===== config.mk =====
export PLATFORM = sky130hd
export DESIGN_NAME = dpot_i2c_slave
export DESIGN_NICKNAME = d
export VERILOG_FILES = /design/src/rtl/dpot_pkg.sv /design/src/rtl/dpot_i2c_slave.sv
export VERILOG_INCLUDE_DIRS = /design/src /design/src/rtl
export SDC_FILE = /design/constraint.sdc
export NUM_CORES = 1
export LEC_CHECK = 0
export BUFFER_PORTS_ARGS = -buffer_cell sky130_fd_sc_hd__buf_2
export CORE_MARGIN = 2
export CORE_UTILIZATION = 60
export CTS_CLUSTER_SIZE = 16
export DETAILED_ROUTE_END_ITERATION = 16
export GPL_TIMING_DRIVEN = 0
export PLACE_DENSITY = 0.78
export SETUP_SLACK_MARGIN = 0.1
export SLEW_MARGIN = 30
export SYNTH_ARGS = -nofsm -noshare
export SYNTH_HDL_FRONTEND = slang
export SYNTH_SLANG_ARGS = --single-unit
export TNS_END_PERCENT = 100

===== constraint.sdc =====
create_clock -name sys_clk -period 6.6 [get_ports sys_clk]
set_input_delay 1.32 -clock sys_clk [delete_from_list [all_inputs] [get_ports sys_clk]]
set_output_delay 1.32 -clock sys_clk [all_outputs]
set_load 0.01 [all_outputs]

===== src/rtl/dpot_cfg.svh =====
`ifndef DPOT_CFG_SVH
`define DPOT_CFG_SVH

// Wiper register
`define DPOT_WIPER_OFS 8'h00
`define DPOT_WIPER_W 7
`define DPOT_WIPER_RST 7'h40

// Bus addressing
`define DPOT_SLAVE_ID 7'h2e
`define DPOT_RW_READ 1'b1
`define DPOT_BITS_PER_BYTE 4'h8

// Timing
`define DPOT_CLK_MHZ 40
`define DPOT_PWRUP_US 3000
`define DPOT_PWRUP_CYC (`DPOT_PWRUP_US * `DPOT_CLK_MHZ)

`endif


===== src/rtl/dpot_pkg.sv =====
package dpot_pkg;

  typedef struct packed {
    logic scl;
    logic sda;
  } dpot_line_t;

  typedef enum logic [3:0] {
    ST_IDLE,
    ST_DEVADDR,
    ST_DEVACK,
    ST_REGADDR,
    ST_REGACK,
    ST_WDATA,
    ST_WACK,
    ST_RDATA,
    ST_RACK
  } dpot_state_t;

endpackage


===== src/rtl/dpot_i2c_slave.sv =====
`timescale 1ns/1ps
`include "dpot_cfg.svh"

module dpot_i2c_slave #(
  parameter int PWRUP_CYC = `DPOT_PWRUP_CYC
) (
  // Clock and reset
  input wire logic sys_clk,
  input wire logic rst_n,
  // Serial bus lines, open drain
  input wire dpot_pkg::dpot_line_t bus_in,
  output logic sda_out,
  output logic sda_oe,
  // Tap select toward the resistor array
  output logic [`DPOT_WIPER_W-1:0] wiper_position,
  // Power-up sequence still running
  output logic pwrup_busy
);
  import dpot_pkg::*;

  ////////////////////////////////////////////////////////////////////////////
  // Line synchronisers and condition detection

  logic [1:0] scl_sync_r;
  logic [1:0] sda_sync_r;
  logic scl_d_r;
  logic sda_d_r;

  always_ff @(posedge sys_clk or negedge rst_n)
  begin
    if (!rst_n)
    begin
      scl_sync_r <= 2'h3;
      sda_sync_r <= 2'h3;
      scl_d_r <= 1'b1;
      sda_d_r <= 1'b1;
    end
    else
    begin
      scl_sync_r <= {scl_sync_r[0], bus_in.scl};
      sda_sync_r <= {sda_sync_r[0], bus_in.sda};
      scl_d_r <= scl_sync_r[1];
      sda_d_r <= sda_sync_r[1];
    end
  end

  logic scl_s;
  logic sda_s;
  logic scl_rise;
  logic scl_fall;
  logic start_det;
  logic stop_det;

  assign scl_s = scl_sync_r[1];
  assign sda_s = sda_sync_r[1];
  assign scl_rise = scl_s & ~scl_d_r;
  assign scl_fall = ~scl_s & scl_d_r;
  // Data falling while clock high
  assign start_det = scl_s & scl_d_r & sda_d_r & ~sda_s;
  // Data rising while clock high
  assign stop_det = scl_s & scl_d_r & ~sda_d_r & sda_s;

  ////////////////////////////////////////////////////////////////////////////
  // Power-up sequence

  logic [31:0] pwr_cnt_r;
  logic pwr_done;

  always_ff @(posedge sys_clk or negedge rst_n)
  begin
    if (!rst_n)
      pwr_cnt_r <= 32'h0;
    else if (!pwr_done)
      pwr_cnt_r <= pwr_cnt_r + 32'h1;
  end

  assign pwr_done = (pwr_cnt_r >= 32'(PWRUP_CYC));
  assign pwrup_busy = !pwr_done;

  ////////////////////////////////////////////////////////////////////////////
  // Protocol sequencer

  function automatic logic id_match(input logic [7:0] b);
    id_match = (b[7:1] == `DPOT_SLAVE_ID);
  endfunction

  dpot_state_t st_r;
  logic [3:0] cnt_r;
  logic [7:0] sh_r;
  logic oe_r;
  logic mack_r;
  logic [`DPOT_WIPER_W-1:0] wiper_r;
  logic byte_end;

  assign byte_end = scl_fall && (cnt_r == `DPOT_BITS_PER_BYTE);

  always_ff @(posedge sys_clk or negedge rst_n)
  begin
    if (!rst_n)
    begin
      st_r <= ST_IDLE;
      cnt_r <= 4'h0;
      sh_r <= 8'h00;
      oe_r <= 1'b0;
      mack_r <= 1'b0;
    end
    else if (!pwr_done)
    begin
      st_r <= ST_IDLE;
      oe_r <= 1'b0;
    end
    else if (start_det)
    begin
      // Abort whatever was under way
      st_r <= ST_DEVADDR;
      cnt_r <= 4'h0;
      oe_r <= 1'b0;
    end
    else if (stop_det)
    begin
      st_r <= ST_IDLE;
      oe_r <= 1'b0;
    end
    else
    begin
      case (st_r)
        ST_IDLE:
        begin
          oe_r <= 1'b0;
        end
        ST_DEVADDR, ST_REGADDR, ST_WDATA:
        begin
          if (scl_rise && cnt_r < `DPOT_BITS_PER_BYTE)
          begin
            sh_r <= {sh_r[6:0], sda_s};
            cnt_r <= cnt_r + 4'h1;
          end
          else if (byte_end)
          begin
            if (st_r == ST_DEVADDR && id_match(sh_r))
            begin
              st_r <= ST_DEVACK;
              oe_r <= 1'b1;
            end
            else if (st_r == ST_REGADDR && sh_r == `DPOT_WIPER_OFS)
            begin
              st_r <= ST_REGACK;
              oe_r <= 1'b1;
            end
            else if (st_r == ST_WDATA)
            begin
              st_r <= ST_WACK;
              oe_r <= 1'b1;
            end
            else
            begin
              st_r <= ST_IDLE;
              oe_r <= 1'b0;
            end
          end
        end
        ST_DEVACK:
        begin
          if (scl_fall)
          begin
            cnt_r <= 4'h0;
            if (sh_r[0] == `DPOT_RW_READ)
            begin
              // Load data and present its top bit
              st_r <= ST_RDATA;
              sh_r <= {1'b0, wiper_r};
              oe_r <= 1'b1;
            end
            else
            begin
              st_r <= ST_REGADDR;
              oe_r <= 1'b0;
            end
          end
        end
        ST_REGACK:
        begin
          if (scl_fall)
          begin
            st_r <= ST_WDATA;
            cnt_r <= 4'h0;
            oe_r <= 1'b0;
          end
        end
        ST_WACK:
        begin
          if (scl_fall)
          begin
            // Back to standby after one byte
            st_r <= ST_IDLE;
            oe_r <= 1'b0;
          end
        end
        ST_RDATA:
        begin
          if (scl_rise)
            cnt_r <= cnt_r + 4'h1;
          else if (byte_end)
          begin
            st_r <= ST_RACK;
            oe_r <= 1'b0;
          end
          else if (scl_fall)
          begin
            sh_r <= {sh_r[6:0], 1'b0};
            oe_r <= ~sh_r[6];
          end
        end
        ST_RACK:
        begin
          if (scl_rise)
            mack_r <= ~sda_s;
          else if (scl_fall)
          begin
            cnt_r <= 4'h0;
            if (mack_r)
            begin
              st_r <= ST_RDATA;
              sh_r <= {1'b0, wiper_r};
              oe_r <= 1'b1;
            end
            else
            begin
              st_r <= ST_IDLE;
              oe_r <= 1'b0;
            end
          end
        end
        default:
        begin
          st_r <= ST_IDLE;
          oe_r <= 1'b0;
        end
      endcase
    end
  end

  ////////////////////////////////////////////////////////////////////////////
  // Wiper register

  always_ff @(posedge sys_clk or negedge rst_n)
  begin
    if (!rst_n)
      wiper_r <= `DPOT_WIPER_RST;
    else if (!pwr_done)
      wiper_r <= `DPOT_WIPER_RST;
    else if (st_r == ST_WDATA && byte_end && !start_det && !stop_det)
      wiper_r <= sh_r[`DPOT_WIPER_W-1:0];
  end

  // Pull low for an acknowledge or a zero read bit
  logic oe_drv;
  assign oe_drv = oe_r;
  assign sda_oe = oe_drv;
  assign sda_out = 1'b0;
  assign wiper_position = wiper_r;
endmodule


==> flow_metrics.tcl, run 1 <==
set metrics [dict create \
    run_status "completed" \
    regArea_um2 1590 \
    setup_viol 0 \
    drtPass1Iterations 10 \
    core_area_um2 5040 \
    dieHeight_um 76.0 \
    wl_per_cell_um 14.9 \
    post_cts_buffers 0 \
    crit_family "buffers and inverters" \
    tightest_slew_ns 0.888 \
    finalWirelength_um 5930 \
    power_frac_clock 0.468 \
    ff2ff_path_depth 6 \
    drt_iter0_drc 168 \
    worstHoldStart "scl_sync_r[0]" \
    multi_input_area_um2 1370 \
    synth_edf_count 0 \
    tritoncts "done" \
    drt.antenna.violating_nets 0 \
    cap_violations 0 \
    gp_congestion 0.907 \
    route.detailed.drc 0 \
    fmax_ghz 0.230 \
    path_cells "nor4_1, nand2_1, a211oi_1, clkbuf_1, clkbuf_1, buf_2" \
    overflow 0 \
    switching_share 0.209 \
    portBuffers 12 \
    layout_commonest_cell "dfrtp_1" \
    num_antenna_cells 0 \
    finalClockSkew_ns 0.00977 \
    area_delta_synth_final_pct 11.7 \
    cts_buffer_depth 2 \
    synth_fp_nets 309 \
    fillers 393 \
    maxSlewViolCount 0 \
    hold_viol_final 0 \
    via_per_inst 5.72 \
    rsz0062_at_grt "no" \
    synthArstFlopShare 1.00 \
    cts_sinks 63 \
    slowest_delay_ns 0.75 \
    timing_worst_setup_path_type "reg2out" \
    ir_drop_mv 0.263 \
    seqPwrFrac 0.513 \
    die_area_um2 5780 \
    combPwrFrac 0.020 \
    layout_common_cells "56 x dfrtp_1, 24 x clkbuf_1, 23 x nand2_1" \
    setup_tns_ns 0 \
    synth_area_per_cell_um2 10.3 \
    num_rows 26 \
    clock_latency_ns 0.33 \
    min_path_cells 0 \
    antenna_found_initial 0 \
    cts_resized 0 \
    syn_inst 301 \
    io_pins 14 \
    grt_usage 0.236 \
    path_common_cell "clkbuf_1" \
    seq_area_frac_synth 0.509 \
    htree_levels 3 \
    cp_num_cells 6 \
    switching_power_uw 160 \
    ys_types 54 \
    period_minus_slack_ns 4.34 \
    start_kind "register" \
    grt_pass1_vias 2324 \
    cp_slowest_cell "a211oi_1" \
    cp_max_fo 10 \
    p_leak_nw 1.49 \
    synth_top_flop_cell "dfrtp_1" \
    netlist_area_um2 3110 \
    hold_path_class "reg2reg" \
    critical_path.startpoint "pwr_cnt_r[20]" \
    initial_core_util 0.617 \
    dpl.hpwl_um 4090 \
    finalCritPeriodShare 0.658 \
    grt_pass1_wl_um 10900 \
    grt_max_degree 64 \
    numCtsBuffers 9 \
    die_x_um 76.0 \
    design.final.nets 332 \
    end_kind "output pin" \
    critPathBufInv 3 \
    hold_ws_ns 0.356 \
    crit_arrival_ns 3.02 \
    cts-root-buf "clkbuf_8" \
    p_per_area_nw_per_um2 220 \
    intPower_uw 605 \
    drive_gt1_frac 0.152 \
    ys_ff_latch 63 \
    crit_required_ns 5.28 \
    relSlewSlack 0.405 \
    synth-warning-count 0 \
    cts_hold_buf 0 \
    timing.rr.start "pwr_cnt_r[20]" \
    clkTransAtPathRegs_ns 0.07 \
    vias 2284 \
]
-- routing by layer --
layer	share of wire	track usage	wire (um)
met2	0.46	0.363	2750
met1	0.48	0.330	2830
met3	0.044	0.0474	263
met5	0	0	0
met4	0.015	0.104	89
-- state kept, by name, indices dropped and copies added, names as in the netlist --
signal,flops
pwr_cnt_r,32
sh_r,8
wiper_position,7
cnt_r,4
st_r,4
scl_sync_r,2
sda_sync_r,2
mack_r,1
scl_d_r,1
sda_d_r,1
sda_oe,1
-- final cells by class --
type,count,area share
clock inverter,6,0.0245
tap,70,0.0252
inverter,12,0.0130
timing repair buffer,12,0.0180
multi-input combinational,200,0.394
clock buffer,10,0.0367
sequential,63,0.456
buffer,26,0.0324
-- synth_stat cells (5+ instances only) --
cell	n	area share
a21oi_1	10	0.016
a22o_1	6	0.017
and3_1	8	0.016
clkbuf_1	23	0.028
dfrtp_1	56	0.45
dfstp_2	7	0.059
inv_1	12	0.014
mux2_2	6	0.022
mux2i_1	7	0.023
nand2_1	23	0.028
nand2b_1	9	0.018
nand3_1	9	0.014
nand4_1	5	0.010
nor2_1	16	0.019
nor2b_1	7	0.014
nor3_1	8	0.013
nor4_1	5	0.010
o21ai_0	11	0.018
xnor2_1	13	0.037
-- kinds of logic (layout without fill, tap and decap cells) --
family,after synthesis,after routing,synth area share
and+or+nand+nor,102,102,0.178
DFF,63,63,0.509
AOI/OAI and AO/OA,62,62,0.150
buffers and inverters,38,66,0.0506
xor gates and xnor gates,17,17,0.0478
muxes,13,13,0.0442
adders and majority gates,5,5,0.0193
other,1,1,0.00120
-- per-stage QoR --
| stage | power (mW) | worst slack (ns) | instances | utilization | area (um^2) |
|---|---|---|---|---|---|
| 2_1_floorplan | 0.405 | 3.42 | 301 | - | 3110 |
| 3_3_place_gp | 0.414 | 2.55 | 383 | 0.647 | 3260 |
| 3_5_place_dp | 0.415 | 2.58 | 383 | 0.647 | 3260 |
| 4_1_cts | 0.772 | 2.22 | 399 | 0.689 | 3480 |
| 5_1_grt | 0.798 | 1.89 | 399 | 0.689 | 3480 |
| 6_report | 0.765 | 2.26 | 399 | 0.689 | 3480 |
-- worst register-to-register path, delay by kind of cell (launching register included) --
family,cells,cell delay (ns)
buf+inv,2,0.94
simple gates,3,0.51
compound gates,1,0.75
flops,1,0.38
-- power by group through the flow --
| stage | clock, mW | combinational, mW | sequential [mW] |
|---|---|---|---|
| after floorplan | 0 | 0.00594 | 0.399 |
| after global placement | 0 | 0.0152 | 0.399 |
| after detailed placement | 0 | 0.0154 | 0.399 |
| after CTS | 0.364 | 0.0154 | 0.392 |
| after global routing | 0.388 | 0.0177 | 0.392 |
| final | 0.358 | 0.0149 | 0.392 |
-- path summary, 6_finish.rpt --
path	slack (ns)	end
setup / recovery	2.26	pwrup_busy
hold / removal	0.36	scl_sync_r[1]
setup reg to reg	3.89	st_r[0]
hold reg to reg	0.36	scl_sync_r[1]
max in group asynchronous	5.04	pwr_cnt_r[26]
min in group asynchronous	1.06	pwr_cnt_r[6]
No activity file was read; power rests on OpenSTA's default activity.
==> inputs of run 2 (changes only) <==
==> constraint.sdc (replaced) <==
create_clock -name sys_clk -period 4.06 [get_ports sys_clk]
set_input_delay 0.812 -clock sys_clk [delete_from_list [all_inputs] [get_ports sys_clk]]
set_output_delay 0.812 -clock sys_clk [all_outputs]
set_load 0.01 [all_outputs]
==> run 2 against run 1 <==
Effect of this change:
- die area unchanged
- setup slack worse by 1.8 ns
- wire length up 0.44%
- clock skew up 0.0013 ns
- critical path type unchanged
==> flow_metrics.tcl, run 2 (same netlist as run 1, synthesis figures left out) <==
set metrics [dict create \
    finalCritPeriodShare 0.889 \
    finalClockSkew_ns 0.0110 \
    finalWirelength_um 5960 \
    fillers 390 \
    relSlewSlack 0.432 \
    hold_path_class "reg2reg" \
    gp_congestion 0.907 \
    io_pins 14 \
    grt_usage 0.236 \
    area_delta_synth_final_pct 11.8 \
    p_per_area_nw_per_um2 357 \
    dieHeight_um 76.0 \
    grt_pass1_vias 2324 \
    numCtsBuffers 9 \
    p_leak_nw 1.49 \
    portBuffers 12 \
    clock_latency_ns 0.33 \
    layout_common_cells "56 x dfrtp_1, 24 x clkbuf_1, 23 x nand2_1" \
    maxSlewViolCount 0 \
    dr.max_layer_used "met4" \
    crit_required_ns 3.25 \
    grt_pass1_wl_um 10900 \
    design.final.nets 332 \
    timing_worst_setup_path_type "reg2out" \
    hold_viol_final 0 \
    setup_viol 0 \
    initial_core_util 0.617 \
    wl_met3_um 296 \
    dpl.hpwl_um 4090 \
    num_rows 26 \
    layout_commonest_cell "dfrtp_1" \
    final_area_um2 3480 \
    cap_violations 0 \
    vias 2273 \
    route.detailed.drc 0 \
    crit_arrival_ns 2.80 \
    setup_tns_ns 0 \
    num_antenna_cells 0 \
    largest_reg_flops 32 \
    cts-root-buf "clkbuf_8" \
    top_register "pwr_cnt_r" \
    clkTransAtPathRegs_ns 0.07 \
    tightest_slew_ns 0.846 \
    wl_per_cell_um 14.9 \
    htree_levels 3 \
    wl_met1_um 2800 \
    start_kind "register" \
    drt.antenna.violating_nets 0 \
    overflow 0 \
    cts_sinks 63 \
    die_x_um 76.0 \
    ir_drop_mv 0.427 \
    regToRegSetupSlack_ns 1.50 \
    cts_buffer_depth 2 \
    grt_max_degree 64 \
    tritoncts "done" \
    drtPass1Iterations 10 \
    placed_area_um2 3260 \
    drive_gt1_frac 0.155 \
    fmax_ghz 0.277 \
    wl_met2_um 2780 \
    run_status "completed" \
    rsz0062_at_grt "no" \
    die_area_um2 5780 \
    cp_max_fo 10 \
    antenna_found_initial 0 \
    period_minus_slack_ns 3.61 \
    drt_iter0_drc 171 \
    core_area_um2 5040 \
    end_kind "output pin" \
    via_per_inst 5.70 \
]
run 2: layout make-up:
class                   count  area (um^2)  area share
inverters                  12         45.0      0.0129
clock buffers              10          128      0.0367
well taps                  70         87.6      0.0252
flip-flops and latches     63         1590       0.455
plain buffers              26          113      0.0324
multi-input cells         200         1380       0.395
clock inverters             6         85.1      0.0244
repair buffers             12         62.6      0.0180
run 2: stage by stage:
| step | util | setup WS [ns] | hold slack, ns | power, mW | cells |
|---|---|---|---|---|---|
| floorplan | - | 1.39 | 0.345 | 0.658 | 301 |
| global placement | 0.647 | 0.522 | 0.346 | 0.674 | 383 |
| CTS | 0.689 | 0.192 | 0.357 | 1.25 | 399 |
| finish | 0.690 | 0.451 | 0.356 | 1.24 | 399 |
| detailed placement | 0.647 | 0.549 | 0.347 | 0.674 | 383 |
| global route | 0.690 | 0.126 | 0.365 | 1.30 | 399 |
run 2: worst max-delay path, stage by stage, from the launching register on:
cell and delay (ns):
dfrtp_1 0.38, nor4_1 0.28, nand2_1 0.13, a211oi_2 0.51, clkbuf_1 0.49, clkbuf_1 0.45
buf_2 0.22
run 2: worst paths after layout:
kind	startpoint	to	cells after the start
max	pwr_cnt_r[20]	pwrup_busy	6
min	scl_sync_r[0]	scl_sync_r[1]	0
max reg2reg	scl_d_r	sh_r[2]	7
min reg2reg	scl_sync_r[0]	scl_sync_r[1]	0
max in group asynchronous	rst_n	pwr_cnt_r[26]	1
min in group asynchronous	rst_n	pwr_cnt_r[28]	1
run 2: what timing repair did:
action,CTS,global route
setup buffers,0,0
hold buffers,0,0
endpoints found under the setup margin,0,1
resized for setup,0,1
run 2: power breakdown:
| group | total [mW] | leakage (nW) | switching [mW] | internal (mW) |
|---|---|---|---|---|
| logic | 0.0243 | 0.550 | 0.0180 | 0.00625 |
| clock network | 0.581 | 0.102 | 0.237 | 0.343 |
| registers | 0.638 | 0.842 | 0.00439 | 0.633 |
| total | 1.24 | 1.49 | 0.260 | 0.983 |
run 2: metal layers:
metal / GRT usage / up-vias
met5: 0 / -
met4: 0.104 / 0
met3: 0.0474 / 8
met2: 0.363 / 62
met1: 0.330 / 1097
li1: - / 1106
